<file path="src/design/fqsm_cfg.svh">
// Register offsets, field positions, reset values and timing counts of the fault qualify block
`ifndef FQSM_CFG_SVH
`define FQSM_CFG_SVH

// ----------------------------------------
// Register offsets
// ----------------------------------------
`define FQSM_ADDR_W 8
`define FQSM_OFS_FAULT_COUNT_CFG 8'h08
`define FQSM_OFS_SCAN_SEQ_CFG 8'h09
`define FQSM_OFS_FAULT_SIGNAL_MASK 8'h0A
`define FQSM_OFS_GENERAL_DIAGNOSIS 8'h0B

// ----------------------------------------
// Reset values
// ----------------------------------------
`define FQSM_RST_FAULT_COUNT_CFG 16'h0002
`define FQSM_RST_SCAN_SEQ_CFG 16'h8024
`define FQSM_RST_FAULT_SIGNAL_MASK 16'h3400
`define FQSM_RST_GENERAL_DIAGNOSIS 16'h0000

// ----------------------------------------
// Field positions and widths
// ----------------------------------------
`define FQSM_NFAULT 10
`define FQSM_CNT_W 3
`define FQSM_PERIOD_W 7
`define FQSM_BIT_SEQ_SYNC 7
`define FQSM_BIT_ERR_PIN_SEL 5
`define FQSM_FAULT_LSB 6
`define FQSM_STATUS_W 4
`define FQSM_FAULT_COUNT_MASK 16'h0007
`define FQSM_SCAN_SEQ_MASK 16'hFFFF
`define FQSM_SIGNAL_MASK_MASK 16'hFFE0
`define FQSM_IDX_INT_CHECK 2
`define FQSM_IDX_REG_CRC 3

// ----------------------------------------
// Timing
// ----------------------------------------
`define FQSM_CLK_MHZ 250
`define FQSM_SCAN_LSB_US 1350
`define FQSM_SCAN_LSB_CYCLES (`FQSM_SCAN_LSB_US * `FQSM_CLK_MHZ)
`define FQSM_PRESC_W 20

`endif

</file>
<file path="src/design/fqsm_pkg.sv">
// Types of the fault qualify and signal mask block
package fqsm_pkg;

  typedef struct packed {
    logic [2:0] count;
    logic valid;
  } fqsm_qual_state_t;

  typedef enum logic [0:0] {
    FQSM_SEQ_IDLE,
    FQSM_SEQ_RUN
  } fqsm_seq_mode_t;

  typedef struct packed {
    fqsm_seq_mode_t mode;
    logic [19:0] presc;
    logic [6:0] step;
    logic start;
  } fqsm_seq_state_t;

  typedef struct packed {
    logic [15:0] count_cfg;
    logic [15:0] scan_cfg;
    logic [15:0] signal_mask;
    logic [15:0] diag;
    logic [15:0] rdata;
    logic rvalid;
    logic fault_pin;
    logic emergency;
  } fqsm_top_state_t;

endpackage : fqsm_pkg

</file>
<file path="src/design/fqsm_qualifier.sv">
// Consecutive-detection qualifier for one fault type
`timescale 1ns/1ns
`default_nettype none
`include "fqsm_cfg.svh"

module fqsm_qualifier (
  // Clock and reset
  input wire logic clk_sys,
  input wire logic rst,
  input wire logic ce,
  // Detection
  input wire logic det_strobe,
  input wire logic det_fault,
  input wire logic count_bypass,
  input wire logic [2:0] consecutive_fault_count,
  // Result
  output logic fault_valid
);

  fqsm_pkg::fqsm_qual_state_t st_reg;
  fqsm_pkg::fqsm_qual_state_t st_next;
  logic [2:0] run;

  always_comb begin
    st_next = st_reg;
    st_next.valid = 1'b0;
    run = (st_reg.count == 3'h7) ? 3'h7 : 3'(st_reg.count + 3'h1);
    if (det_strobe) begin
      if (det_fault) begin
        st_next.count = run;
        // Zero or one demanded means the first detection qualifies
        st_next.valid = count_bypass || (run >= consecutive_fault_count);
      end else begin
        // A clean measurement breaks the run
        st_next.count = 3'h0;
      end
    end
  end

  always_ff @(posedge clk_sys) begin
    if (rst) begin
      st_reg <= '0;
    end else if (ce) begin
      st_reg <= st_next;
    end
  end

  assign fault_valid = st_reg.valid;

endmodule : fqsm_qualifier
`default_nettype wire

</file>
<file path="src/design/fqsm_scan_timer.sv">
// Scan start interval timer with watchdog-write restart
`timescale 1ns/1ns
`default_nettype none
`include "fqsm_cfg.svh"

module fqsm_scan_timer #(
  parameter logic [19:0] LSB_CYCLES = 20'(`FQSM_SCAN_LSB_CYCLES)
) (
  // Clock and reset
  input wire logic clk_sys,
  input wire logic rst,
  input wire logic ce,
  // Control
  input wire logic [6:0] sequencer_period,
  input wire logic restart,
  // Result
  output logic scan_start
);

  fqsm_pkg::fqsm_seq_state_t st_reg;
  fqsm_pkg::fqsm_seq_state_t st_next;

  always_comb begin
    st_next = st_reg;
    st_next.start = 1'b0;
    case (st_reg.mode)
      fqsm_pkg::FQSM_SEQ_IDLE: begin
        st_next.mode = fqsm_pkg::FQSM_SEQ_RUN;
        st_next.start = 1'b1;
      end
      default: begin
        if (st_reg.presc >= LSB_CYCLES - 20'h1) begin
          st_next.presc = 20'h0;
          if (st_reg.step >= sequencer_period) begin
            st_next.step = 7'h0;
            st_next.start = 1'b1;
          end else begin
            st_next.step = 7'(st_reg.step + 7'h1);
          end
        end else begin
          st_next.presc = 20'(st_reg.presc + 20'h1);
        end
      end
    endcase
    // Restart drops any partial interval so the scan follows the write at once
    if (restart) begin
      st_next.mode = fqsm_pkg::FQSM_SEQ_RUN;
      st_next.presc = 20'h0;
      st_next.step = 7'h0;
      st_next.start = 1'b1;
    end
  end

  always_ff @(posedge clk_sys) begin
    if (rst) begin
      st_reg <= '0;
    end else if (ce) begin
      st_reg <= st_next;
    end
  end

  assign scan_start = st_reg.start;

endmodule : fqsm_scan_timer
`default_nettype wire

</file>
<file path="src/design/fqsm_top.sv">
// Fault qualification, scan sequencer config and fault signalling register bank
//
// Contract
// - Overvoltage bypass bit 13 clear counts detections; set validates on first.
// - Undervoltage bypass bit 12 defaults zero; set validates on first detection.
// - Bit 11 bypasses counting for internal overtemperature; resets to zero.
// - Bit 10 bypasses counting for external temperature; resets to zero.
// - Bit 9 set validates open load on first detection; zero counts.
// - Bit 8 set validates converter mismatch at once; zero needs configured count.
// - Sync bit 7 set: watchdog write starts or restarts the scan sequencer.
// - Period field 6:0 sets scan interval; reset value 0x24.
// - Signal mask bit 15 enables signalling balancing overcurrent; reset zero.
// - Signal mask bit 14 enables signalling balancing undercurrent; reset zero.
// - Signal mask bit 13 defaults one, signals cell overvoltage.
// - Signal mask bit 12 defaults one, signals cell undervoltage.
// - Signal mask bit 11 gates internal overtemperature signalling; reset zero.
// - Signal mask bit 10 defaults one, signals external temperature faults.
// - Signal mask bit 9 enables checksum fault signalling; reset zero.
// - Signal mask bit 8 enables internal check fault signalling; reset zero.
// - Bits 7 and 6 enable open load and mismatch signalling; reset zero.
// - Pin select zero: pin inactive, emergency link signal used instead.
// - Pin select one: pin only, held high until watchdog expiry or clear.
// - Signal mask at 0x0A, reset 0x3400, bits 4:0 read zero, retained.
// - General diagnosis at 0x0B, reset 0x0000, retained in sleep.
// - Any set bypass bit validates its fault on the first detection.
// - Counted faults valid after configured consecutive detections, 3-bit field, default 2.
// - Checksum and internal check faults always validate on detection.
`timescale 1ns/1ns
`default_nettype none
`include "fqsm_cfg.svh"

module fqsm_top #(
  parameter logic [19:0] SCAN_LSB_CYCLES = 20'(`FQSM_SCAN_LSB_CYCLES)
) (
  // Clock and reset
  input wire logic clk_sys,
  input wire logic rst,
  input wire logic ce,
  // Register access from the link
  input wire logic reg_wr,
  input wire logic reg_rd,
  input wire logic [7:0] reg_addr,
  input wire logic [15:0] reg_wdata,
  output logic [15:0] reg_rdata,
  output logic reg_rvalid,
  // Watchdog
  input wire logic watchdog_write,
  input wire logic watchdog_expired,
  // Fault detection, index i maps to diagnosis bit i+6
  input wire logic [9:0] det_strobe,
  input wire logic [9:0] det_fault,
  input wire logic [3:0] status_in,
  // Outputs
  output logic scan_start,
  output logic fault_pin,
  output logic emergency_link_signal
);

  fqsm_pkg::fqsm_top_state_t st_reg;
  fqsm_pkg::fqsm_top_state_t st_next;
  logic [9:0] fault_valid;
  logic [9:0] bypass;
  logic scan_start_w;
  logic sig_event;
  logic diag_clear;
  logic [15:0] diag_set;

  // ----------------------------------------
  // Bypass lookup per fault index
  // ----------------------------------------
  function automatic logic bypass_of(input logic [15:0] cfg, input int idx);
    logic b;
    b = 1'b0;
    case (idx)
      0: b = cfg[8];
      1: b = cfg[9];
      4: b = cfg[10];
      5: b = cfg[11];
      6: b = cfg[12];
      7: b = cfg[13];
      8: b = cfg[14];
      9: b = cfg[15];
      default: b = 1'b1;
    endcase
    return b;
  endfunction : bypass_of

  function automatic logic is_reg(input logic [7:0] a, input logic [7:0] ofs);
    return a == ofs;
  endfunction : is_reg

  // ----------------------------------------
  // Qualifiers
  // ----------------------------------------
  genvar gi;
  generate
    for (gi = 0; gi < `FQSM_NFAULT; gi++) begin : g_qual
      assign bypass[gi] = bypass_of(st_reg.scan_cfg, gi);
      fqsm_qualifier u_qual (
        .clk_sys(clk_sys),
        .rst(rst),
        .ce(ce),
        .det_strobe(det_strobe[gi]),
        .det_fault(det_fault[gi]),
        .count_bypass(bypass[gi]),
        .consecutive_fault_count(st_reg.count_cfg[2:0]),
        .fault_valid(fault_valid[gi])
      );
    end
  endgenerate

  // ----------------------------------------
  // Scan sequencer
  // ----------------------------------------
  fqsm_scan_timer #(
    .LSB_CYCLES(SCAN_LSB_CYCLES)
  ) u_scan (
    .clk_sys(clk_sys),
    .rst(rst),
    .ce(ce),
    .sequencer_period(st_reg.scan_cfg[6:0]),
    .restart(watchdog_write && st_reg.scan_cfg[`FQSM_BIT_SEQ_SYNC]),
    .scan_start(scan_start_w)
  );

  // ----------------------------------------
  // Register bank and signalling
  // ----------------------------------------
  always_comb begin
    st_next = st_reg;
    st_next.rvalid = 1'b0;
    diag_set = {fault_valid, 6'h00};
    diag_clear = 1'b0;
    // Masked fault types only; a new valid detection triggers signalling
    sig_event = |(diag_set & st_reg.signal_mask & 16'hFFC0);
    if (reg_wr) begin
      if (is_reg(reg_addr, `FQSM_OFS_FAULT_COUNT_CFG)) begin
        st_next.count_cfg = reg_wdata & `FQSM_FAULT_COUNT_MASK;
      end else if (is_reg(reg_addr, `FQSM_OFS_SCAN_SEQ_CFG)) begin
        st_next.scan_cfg = reg_wdata & `FQSM_SCAN_SEQ_MASK;
      end else if (is_reg(reg_addr, `FQSM_OFS_FAULT_SIGNAL_MASK)) begin
        st_next.signal_mask = reg_wdata & `FQSM_SIGNAL_MASK_MASK;
      end else if (is_reg(reg_addr, `FQSM_OFS_GENERAL_DIAGNOSIS)) begin
        // Writing zero to a fault bit clears it
        st_next.diag = st_reg.diag & reg_wdata & 16'hFFC0;
        diag_clear = 1'b1;
      end
    end
    // New detections win over a clearing write in the same cycle
    st_next.diag = (st_next.diag | diag_set) & 16'hFFC0;
    // Pin select is bit 5 of the signal mask register
    if (st_reg.signal_mask[`FQSM_BIT_ERR_PIN_SEL]) begin
      // Pin holds until watchdog runs out or diagnosis is written
      st_next.fault_pin = sig_event || (st_reg.fault_pin && !watchdog_expired && !diag_clear);
      st_next.emergency = 1'b0;
    end else begin
      st_next.fault_pin = 1'b0;
      st_next.emergency = sig_event;
    end
    if (reg_rd) begin
      st_next.rvalid = 1'b1;
      if (is_reg(reg_addr, `FQSM_OFS_FAULT_COUNT_CFG)) begin
        st_next.rdata = st_reg.count_cfg;
      end else if (is_reg(reg_addr, `FQSM_OFS_SCAN_SEQ_CFG)) begin
        st_next.rdata = st_reg.scan_cfg;
      end else if (is_reg(reg_addr, `FQSM_OFS_FAULT_SIGNAL_MASK)) begin
        st_next.rdata = st_reg.signal_mask;
      end else if (is_reg(reg_addr, `FQSM_OFS_GENERAL_DIAGNOSIS)) begin
        st_next.rdata = st_reg.diag | {12'h000, status_in};
      end else begin
        st_next.rdata = 16'h0000;
      end
    end
  end

  always_ff @(posedge clk_sys) begin
    if (rst) begin
      st_reg.count_cfg <= `FQSM_RST_FAULT_COUNT_CFG;
      st_reg.scan_cfg <= `FQSM_RST_SCAN_SEQ_CFG;
      st_reg.signal_mask <= `FQSM_RST_FAULT_SIGNAL_MASK;
      st_reg.diag <= `FQSM_RST_GENERAL_DIAGNOSIS;
      st_reg.rdata <= 16'h0000;
      st_reg.rvalid <= 1'b0;
      st_reg.fault_pin <= 1'b0;
      st_reg.emergency <= 1'b0;
    end else if (ce) begin
      st_reg <= st_next;
    end
  end

  // Scan start is already a flip-flop inside the timer
  assign scan_start = scan_start_w;
  assign reg_rdata = st_reg.rdata;
  assign reg_rvalid = st_reg.rvalid;
  assign fault_pin = st_reg.fault_pin;
  assign emergency_link_signal = st_reg.emergency;
endmodule : fqsm_top
`default_nettype wire

</file>
<file path="config.mk">
export PLATFORM = sky130hd
export DESIGN_NAME = fqsm_top
export DESIGN_NICKNAME = d
export VERILOG_FILES = /design/src/design/fqsm_pkg.sv /design/src/design/fqsm_qualifier.sv /design/src/design/fqsm_scan_timer.sv /design/src/design/fqsm_top.sv
export VERILOG_INCLUDE_DIRS = /design/src /design/src/design
export SDC_FILE = /design/constraint.sdc
export NUM_CORES = 1
export LEC_CHECK = 0
export ABC_AREA = 1
export BUFFER_PORTS_ARGS = -buffer_cell sky130_fd_sc_hd__buf_2
export CORE_ASPECT_RATIO = 0.8
export CORE_MARGIN = 5
export CORE_UTILIZATION = 55
export DETAILED_ROUTE_END_ITERATION = 10
export PLACE_DENSITY = 0.75
export SETUP_SLACK_MARGIN = 0.05
export SKIP_LAST_GASP = 1
export SLEW_MARGIN = 20
export SYNTH_ARGS = -nofsm -noshare
export SYNTH_HDL_FRONTEND = slang
export SYNTH_HIERARCHICAL = 1
export SYNTH_SLANG_ARGS = --single-unit
</file>
<file path="constraint.sdc">
create_clock -name clk_sys -period 2.2 [get_ports clk_sys]
set_clock_uncertainty 0.15 [all_clocks]
set_input_delay 0.33 -clock clk_sys [delete_from_list [all_inputs] [get_ports clk_sys]]
set_output_delay 0.33 -clock clk_sys [all_outputs]
set_load 0.01 [all_outputs]
</file>
==> results of run 1 <==
-- worst max path at each step --
stage / startpoint / end
2_1_floorplan: st_reg[57] / u_scan/st_reg[1]
3_3_place_gp: ce / u_scan/st_reg[1]
3_5_place_dp: ce / u_scan/st_reg[1]
4_1_cts: st_reg[57] / u_scan/st_reg[1]
5_1_grt: u_scan/st_reg[5] / u_scan/st_reg[1]
6_report: st_reg[57] / u_scan/st_reg[1]
-- power by group through the flow --
stage                     Sequential [mW]  Clock (mW)  Combinational (mW)
after floorplan                      2.42           0               0.249
after global placement               2.43           0               0.389
after detailed placement             2.43           0               0.396
after CTS                            2.38        3.00               0.400
after global routing                 2.39        3.11               0.454
final                                2.38        2.96               0.400
-- worst max-delay path: cells and delay by family, from the launching register on --
kind	cells	cell delay (ps)
adders and majority gates	1	330
buffers and inverters	4	290
and+or+nand+nor	5	580
DFF	1	330
AOI/OAI and AO/OA	1	150
-- synthesized netlist by cell type, types with 6 or more instances --
cell type	number	area [µm²]
nand2_1	272	1021
inv_1	165	619.3
dfxtp_1	128	2562
nor2_1	97	364.1
a21oi_1	93	465.5
nand3_1	51	255.2
ha_1	49	613.1
o21ai_0	48	240.2
o21ai_1	32	160.2
inv_2	28	105.1
buf_4	20	150.1
nor3_1	14	70.07
nand2_2	13	81.33
a21oi_2	11	96.34
nor2_4	11	123.9
clkbuf_1	10	37.54
o21bai_2	10	112.6
or2_2	10	62.56
nor2_2	9	56.30
nand4_1	7	43.79
buf_2	6	30.03
-- metrics by stage --
stage / util [%] / hold slack (ps) / instance area (µm²) / cells / power [mW]
6_report: 64.26 / 11.31 / 8646 / 1376 / 5.740
5_1_grt: 64.26 / 3.811 / 8646 / 1376 / 5.946
4_1_cts: 64.26 / 1.786 / 8646 / 1376 / 5.780
3_5_place_dp: 59.66 / 308.1 / 8028 / 1345 / 2.828
3_3_place_gp: 59.66 / 300.1 / 8028 / 1345 / 2.821
2_1_floorplan: - / 249.1 / 7500 / 1110 / 2.673
-- layer usage --
layer  part of all wire, %  up-vias  track usage (%)
li1                      -     3628                -
met1                    48     3109            31.11
met2                    44      191            37.53
met3                   6.7       29            5.511
met4                   1.7        0            6.779
met5                     0        -                0
-- area by class of cell --
| class | count | area [µm²] | area share (%) |
|---|---|---|---|
| Tap cell | 180 | 225.2 | 2.605 |
| Timing Repair Buffer | 94 | 558.0 | 6.454 |
| Multi-Input combinational cell | 750 | 3958 | 45.77 |
| Clock buffer | 19 | 452.9 | 5.239 |
| Sequential cell | 128 | 2562 | 29.64 |
| Inverter | 193 | 724.4 | 8.379 |
| Clock inverter | 12 | 165.2 | 1.910 |
-- cell families after synthesis --
family / Yosys count / synth area share (%)
compound gates: 201 / 15.09
buf+inv: 232 / 13.07
simple gates: 492 / 28.73
other cells: 1 / 0.05003
xor+xnor: 6 / 0.7010
fa+ha+maj: 49 / 8.179
flops: 128 / 34.18
==> qor.yml, run 1 <==
fp.dieH_um: 114.4
place_congestion: 0.8759
syn_area_um2: 7496
largest_reg_flops: 32
cts_hold_buffers: 0
firstDrtPassIters: 5
slowest_stage: "dfxtp_1"
cpMostUsedCell: "inv_1"
postRouteAntennaNets: 0
antennaDiodeCount: 0
synth_edf_count: 0
hold_path.class: "input port to flop"
p_seq_share_pct: 41.5
pwr-share-comb_pct: 7.0
syn_inst: 1109
core_area_um2: 13460
cts_resized: 0
yosysWarnings: 6
ir_worst_vdd_mv: 0.5080
routed_wl_mm: 18.16
io_buffers: 74
first_global_vias: 6497
crit_chain: "inv_1 -> ha_1 -> nand2_1 -> inv_1 -> a21oi_1 -> nand3_1 -> inv_1 -> nand3_1 -> nand2_1 -> inv_1 -> nor2_1"
post_drt_wl_per_cell_um: 13.20
route.detailed.drc: 0
ff2ff_path_depth: 11
ys_ff_latch: 128
worstHoldStart: "reg_wdata[9]"
min_to: "st_reg[44]"
crit_type: "flop to flop"
drt_iter0_drc: 652
hpwlAfterDp_mm: 13.06
mostFrequentLayoutCells: "272 x nand2_1, 165 x inv_1, 128 x dfxtp_1"
postSynth.asyncResetShare_pct: 0
intPower_mw: 4.442
ios: 75
synthFlopType: "dfxtp_1"
critPathMaxStageDelay_ps: 330
leakage_nw: 4.352
min_period_over_period_pct: 86.54
r2r_end: "u_scan/st_reg[1]"
synth_cell_types: 35
report.final.slew_viol_count: 0
cp-start-kind: "flop"
switching_share_pct: 22.61
antenna_found_initial: 0
fmax_mhz: 525.2
maxCapViolCount: 0
cp.required_ps: 2410
final_common_cell: "nand2_1"
vias_per_cell: 5.056
switching_power_mw: 1.298
nFillCells: 1191
period_minus_slack_ps: 1904
fin_nets: 1288
timing.rr.start: "st_reg[57]"
clock_latency_ps: 420
vias: 6957
numCtsBuffers: 17
ff2ff_setup_slack_ps: 300
initial_utilization_pct: 55.71
seq_area_frac_synth_pct: 34.18
grt_max_degree: 52
crit_fanout: 5
fp.dieArea_um2: 16080
p_per_area_nw_per_um2: 663.9
worstHoldPathCells: 3
cts.sinks: 128
setup-violations-final: 0
layout_setup_ws_ps: 296.0
tns_ps: 0
grtUsageTotal_pct: 23.22
rsz0062_at_grt: "false"
pre_cts_ws_ps: 338.5
crit_arrival_ps: 2110
syn_avg_cell_area_um2: 6.759
hold_violations: 0
grt_pass1_wl_mm: 30.47
die_x_um: 140.5
cts_max_path_buffers: 2
drive_above_1_share_pct: 18.81
clkTransAtPathRegs_ps: 60
crit_path_end_kind: "flop"
grt_overflow: 0
area_delta_synth_final_pct: 15.34
htree_levels: 4
cts_tree: "built"
pwr-share-clk_pct: 51.5
post_cts_buffers: 0
status: "finished, final reports clean"
fp-row-count: 38
cts_root_buf: "clkbuf_16"
No activity file was read; power rests on OpenSTA's default activity.
==> inputs of run 2 (changes only) <==
--- a/config.mk
+++ b/config.mk
@@ -12,11 +12,10 @@
 export CORE_MARGIN = 5
 export CORE_UTILIZATION = 55
 export DETAILED_ROUTE_END_ITERATION = 10
-export PLACE_DENSITY = 0.75
+export PLACE_DENSITY = 0.76
 export SETUP_SLACK_MARGIN = 0.05
 export SKIP_LAST_GASP = 1
 export SLEW_MARGIN = 20
 export SYNTH_ARGS = -nofsm -noshare
 export SYNTH_HDL_FRONTEND = slang
-export SYNTH_HIERARCHICAL = 1
 export SYNTH_SLANG_ARGS = --single-unit
==> run 2 against run 1 <==
Against the previous run:
- area after synthesis is 13% lower
- hold slack better by 5.7 ps
- cell count is 17% lower
- via count is 12% lower
- first-iteration DRC count is 1.8% lower
- synthesized cell count is 17% lower
- worst setup slack worse by 28 ps
- critical path depth stayed put
- clock power is 3% lower
==> qor.yml, run 2 <==
grt_max_degree: 50
postRouteAntennaNets: 0
ir_worst_vdd_mv: 0.5740
first_global_vias: 5660
synth_common_cells: "226 x nand2_1, 122 x dfxtp_1, 117 x inv_1"
fmax_mhz: 517.7
status: "finished, final reports clean"
cp-startpoint: "st_reg[56]"
cts_resized: 0
antenna_found_initial: 0
post_cts_buffers: 0
drive_above_1_share_pct: 14.11
syn_nets: 1013
p_per_area_nw_per_um2: 728.4
synth_top_area_share_pct: 37.46
syn_avg_cell_area_um2: 7.110
fp.dieH_um: 107.4
crit_chain: "inv_1 -> ha_1 -> nand2_1 -> inv_1 -> a21oi_1 -> nand2_1 -> nor2_2 -> nand4_1 -> nand2_1 -> inv_1 -> nor2_1"
report.final.slew_viol_count: 0
cts.sinks: 122
initial_utilization_pct: 56.40
period_minus_slack_ps: 1932
crit_path_end_kind: "flop"
cts_hold_buffers: 0
largest_reg_flops: 32
crit_fanout: 6
endpoint: "u_scan.st_reg[1]"
ff2ff_path_depth: 11
power_mw: 5.501
multi_input_area_um2: 3343
cp.required_ps: 2390
post_drt_wl_per_cell_um: 14.54
synth_edf_count: 0
crit_family: "simple AND/OR/NAND/NOR gates"
fp.dieArea_um2: 14150
drt_iter0_drc: 640
slowest_stage: "dfxtp_1"
timing.rr.start: "st_reg[56]"
grt_pass1_wl_mm: 27.61
htree_levels: 4
seq_area_frac_synth_pct: 37.46
cts_max_path_buffers: 2
fp-row-count: 35
maxCapViolCount: 0
yosys.cell_count.top_type: "nand2_1"
io_buffers: 74
rsz0062_at_grt: "false"
r2r_end: "u_scan.st_reg[1]"
cts_tree: "built"
place_area_um2: 6942
place_congestion: 0.9019
hold_path.class: "input port to flop"
hold_violations: 0
worst_pin_slew_ps: 559.7
critPathMaxStageDelay_ps: 360
min_period_over_period_pct: 87.81
final_common_cell: "nand2_1"
tns_ps: 0
clock_latency_ps: 410
grt_overflow: 0
slew_headroom_pct: 62.69
path_buf_inv: 3
numCtsBuffers: 17
syn_inst: 917
cp_num_cells: 11
hpwlAfterDp_mm: 11.35
fin_nets: 1075
vias: 6145
area_delta_synth_final_pct: 15.83
nFillCells: 993
ios: 75
ff2ff_setup_slack_ps: 270
cp-start-kind: "flop"
synth_largest_area_cell: "dfxtp_1"
synth_cell_types: 35
core_area_um2: 11560
leakage_nw: 3.557
antennaDiodeCount: 0
cts_root_buf: "clkbuf_16"
firstDrtPassIters: 5
setup-violations-final: 0
yosysWarnings: 0
grtUsageTotal_pct: 23.60
synth_area_leaders: "dfxtp_1 37%, nand2_1 13%, ha_1 7.9%, inv_1 6.7%, a21oi_1 6.1%"
route.detailed.drc: 0
syn_area_um2: 6520
regArea_um2: 2442
synthFlopType: "dfxtp_1"
clkTransAtPathRegs_ps: 60
die_x_um: 131.7
mostFrequentLayoutCells: "226 x nand2_1, 122 x dfxtp_1, 117 x inv_1"
routed_wl_mm: 16.58
ys_ff_latch: 122
postSynth.asyncResetShare_pct: 0
finish.instance_area_um2: 7552
crit_arrival_ps: 2120
crit_type: "flop to flop"
vias_per_cell: 5.390
## run 2: worst min-delay path by stage
| stage | from | end | depth (start not counted) |
|---|---|---|---|
| after CTS | det_fault[2] | g_qual[2].u_qual.fault_valid | 3 |
| after global placement | st_reg[55] | reg_rdata[4] | 2 |
| after global routing | det_fault[3] | g_qual[3].u_qual.fault_valid | 3 |
| final | det_fault[3] | g_qual[3].u_qual.fault_valid | 3 |
| after floorplan | bypass[0] | bypass[0] | 2 |
| after detailed placement | st_reg[55] | reg_rdata[4] | 2 |
## run 2: cell families (layout without fill, tap and decap cells)
group	after synthesis	count (layout)	share of synthesized area, %
compound gates	195	195	16.73
xor+xnor	7	7	0.9403
fa+ha+maj	41	41	7.868
buf+inv	167	242	11.30
flops	122	122	37.46
simple gates	385	385	25.70
## run 2: where the power goes
group	internal (mW)	total, mW	switching [mW]
registers	2.25	2.28	0.0268
clock network	1.90	2.88	0.984
logic	0.131	0.342	0.211
## run 2: tightest hold or removal path, stage by stage
cell and delay (ps):
buf_2 70, a21oi_1 50, nor2_1 90
## run 2: area by class of cell
type / instances / area share (%)
flip-flops and latches: 122 / 32.34
inverters: 118 / 5.865
clock buffers: 25 / 6.561
clock inverters: 7 / 1.491
repair buffers: 92 / 7.025
multi-input cells: 628 / 44.27
well taps: 148 / 2.452
## run 2: metal layers
metal  track usage [%]  part of all wire (%)  vias up  wire, µm
met5                 0                     0        -         0
met4             7.122                   1.2        0       199
met3             5.888                   7.6       19      1252
met2             36.12                    43      232      7147
met1             32.94                    48     2763      7981
li1                  -                     -     3131         -
## run 2: stage by stage
stage / utilization, % / hold slack (ps) / worst slack (ps) / instances
floorplan: - / 283.7 / 502.0 / 917
global route: 65.32 / 33.51 / 71.04 / 1140
detailed placement: 60.04 / 297.2 / 223.5 / 1108
CTS: 65.30 / 6.337 / 210.2 / 1140
finish: 65.32 / 17.00 / 268.3 / 1140
global placement: 60.04 / 298.8 / 288.0 / 1108
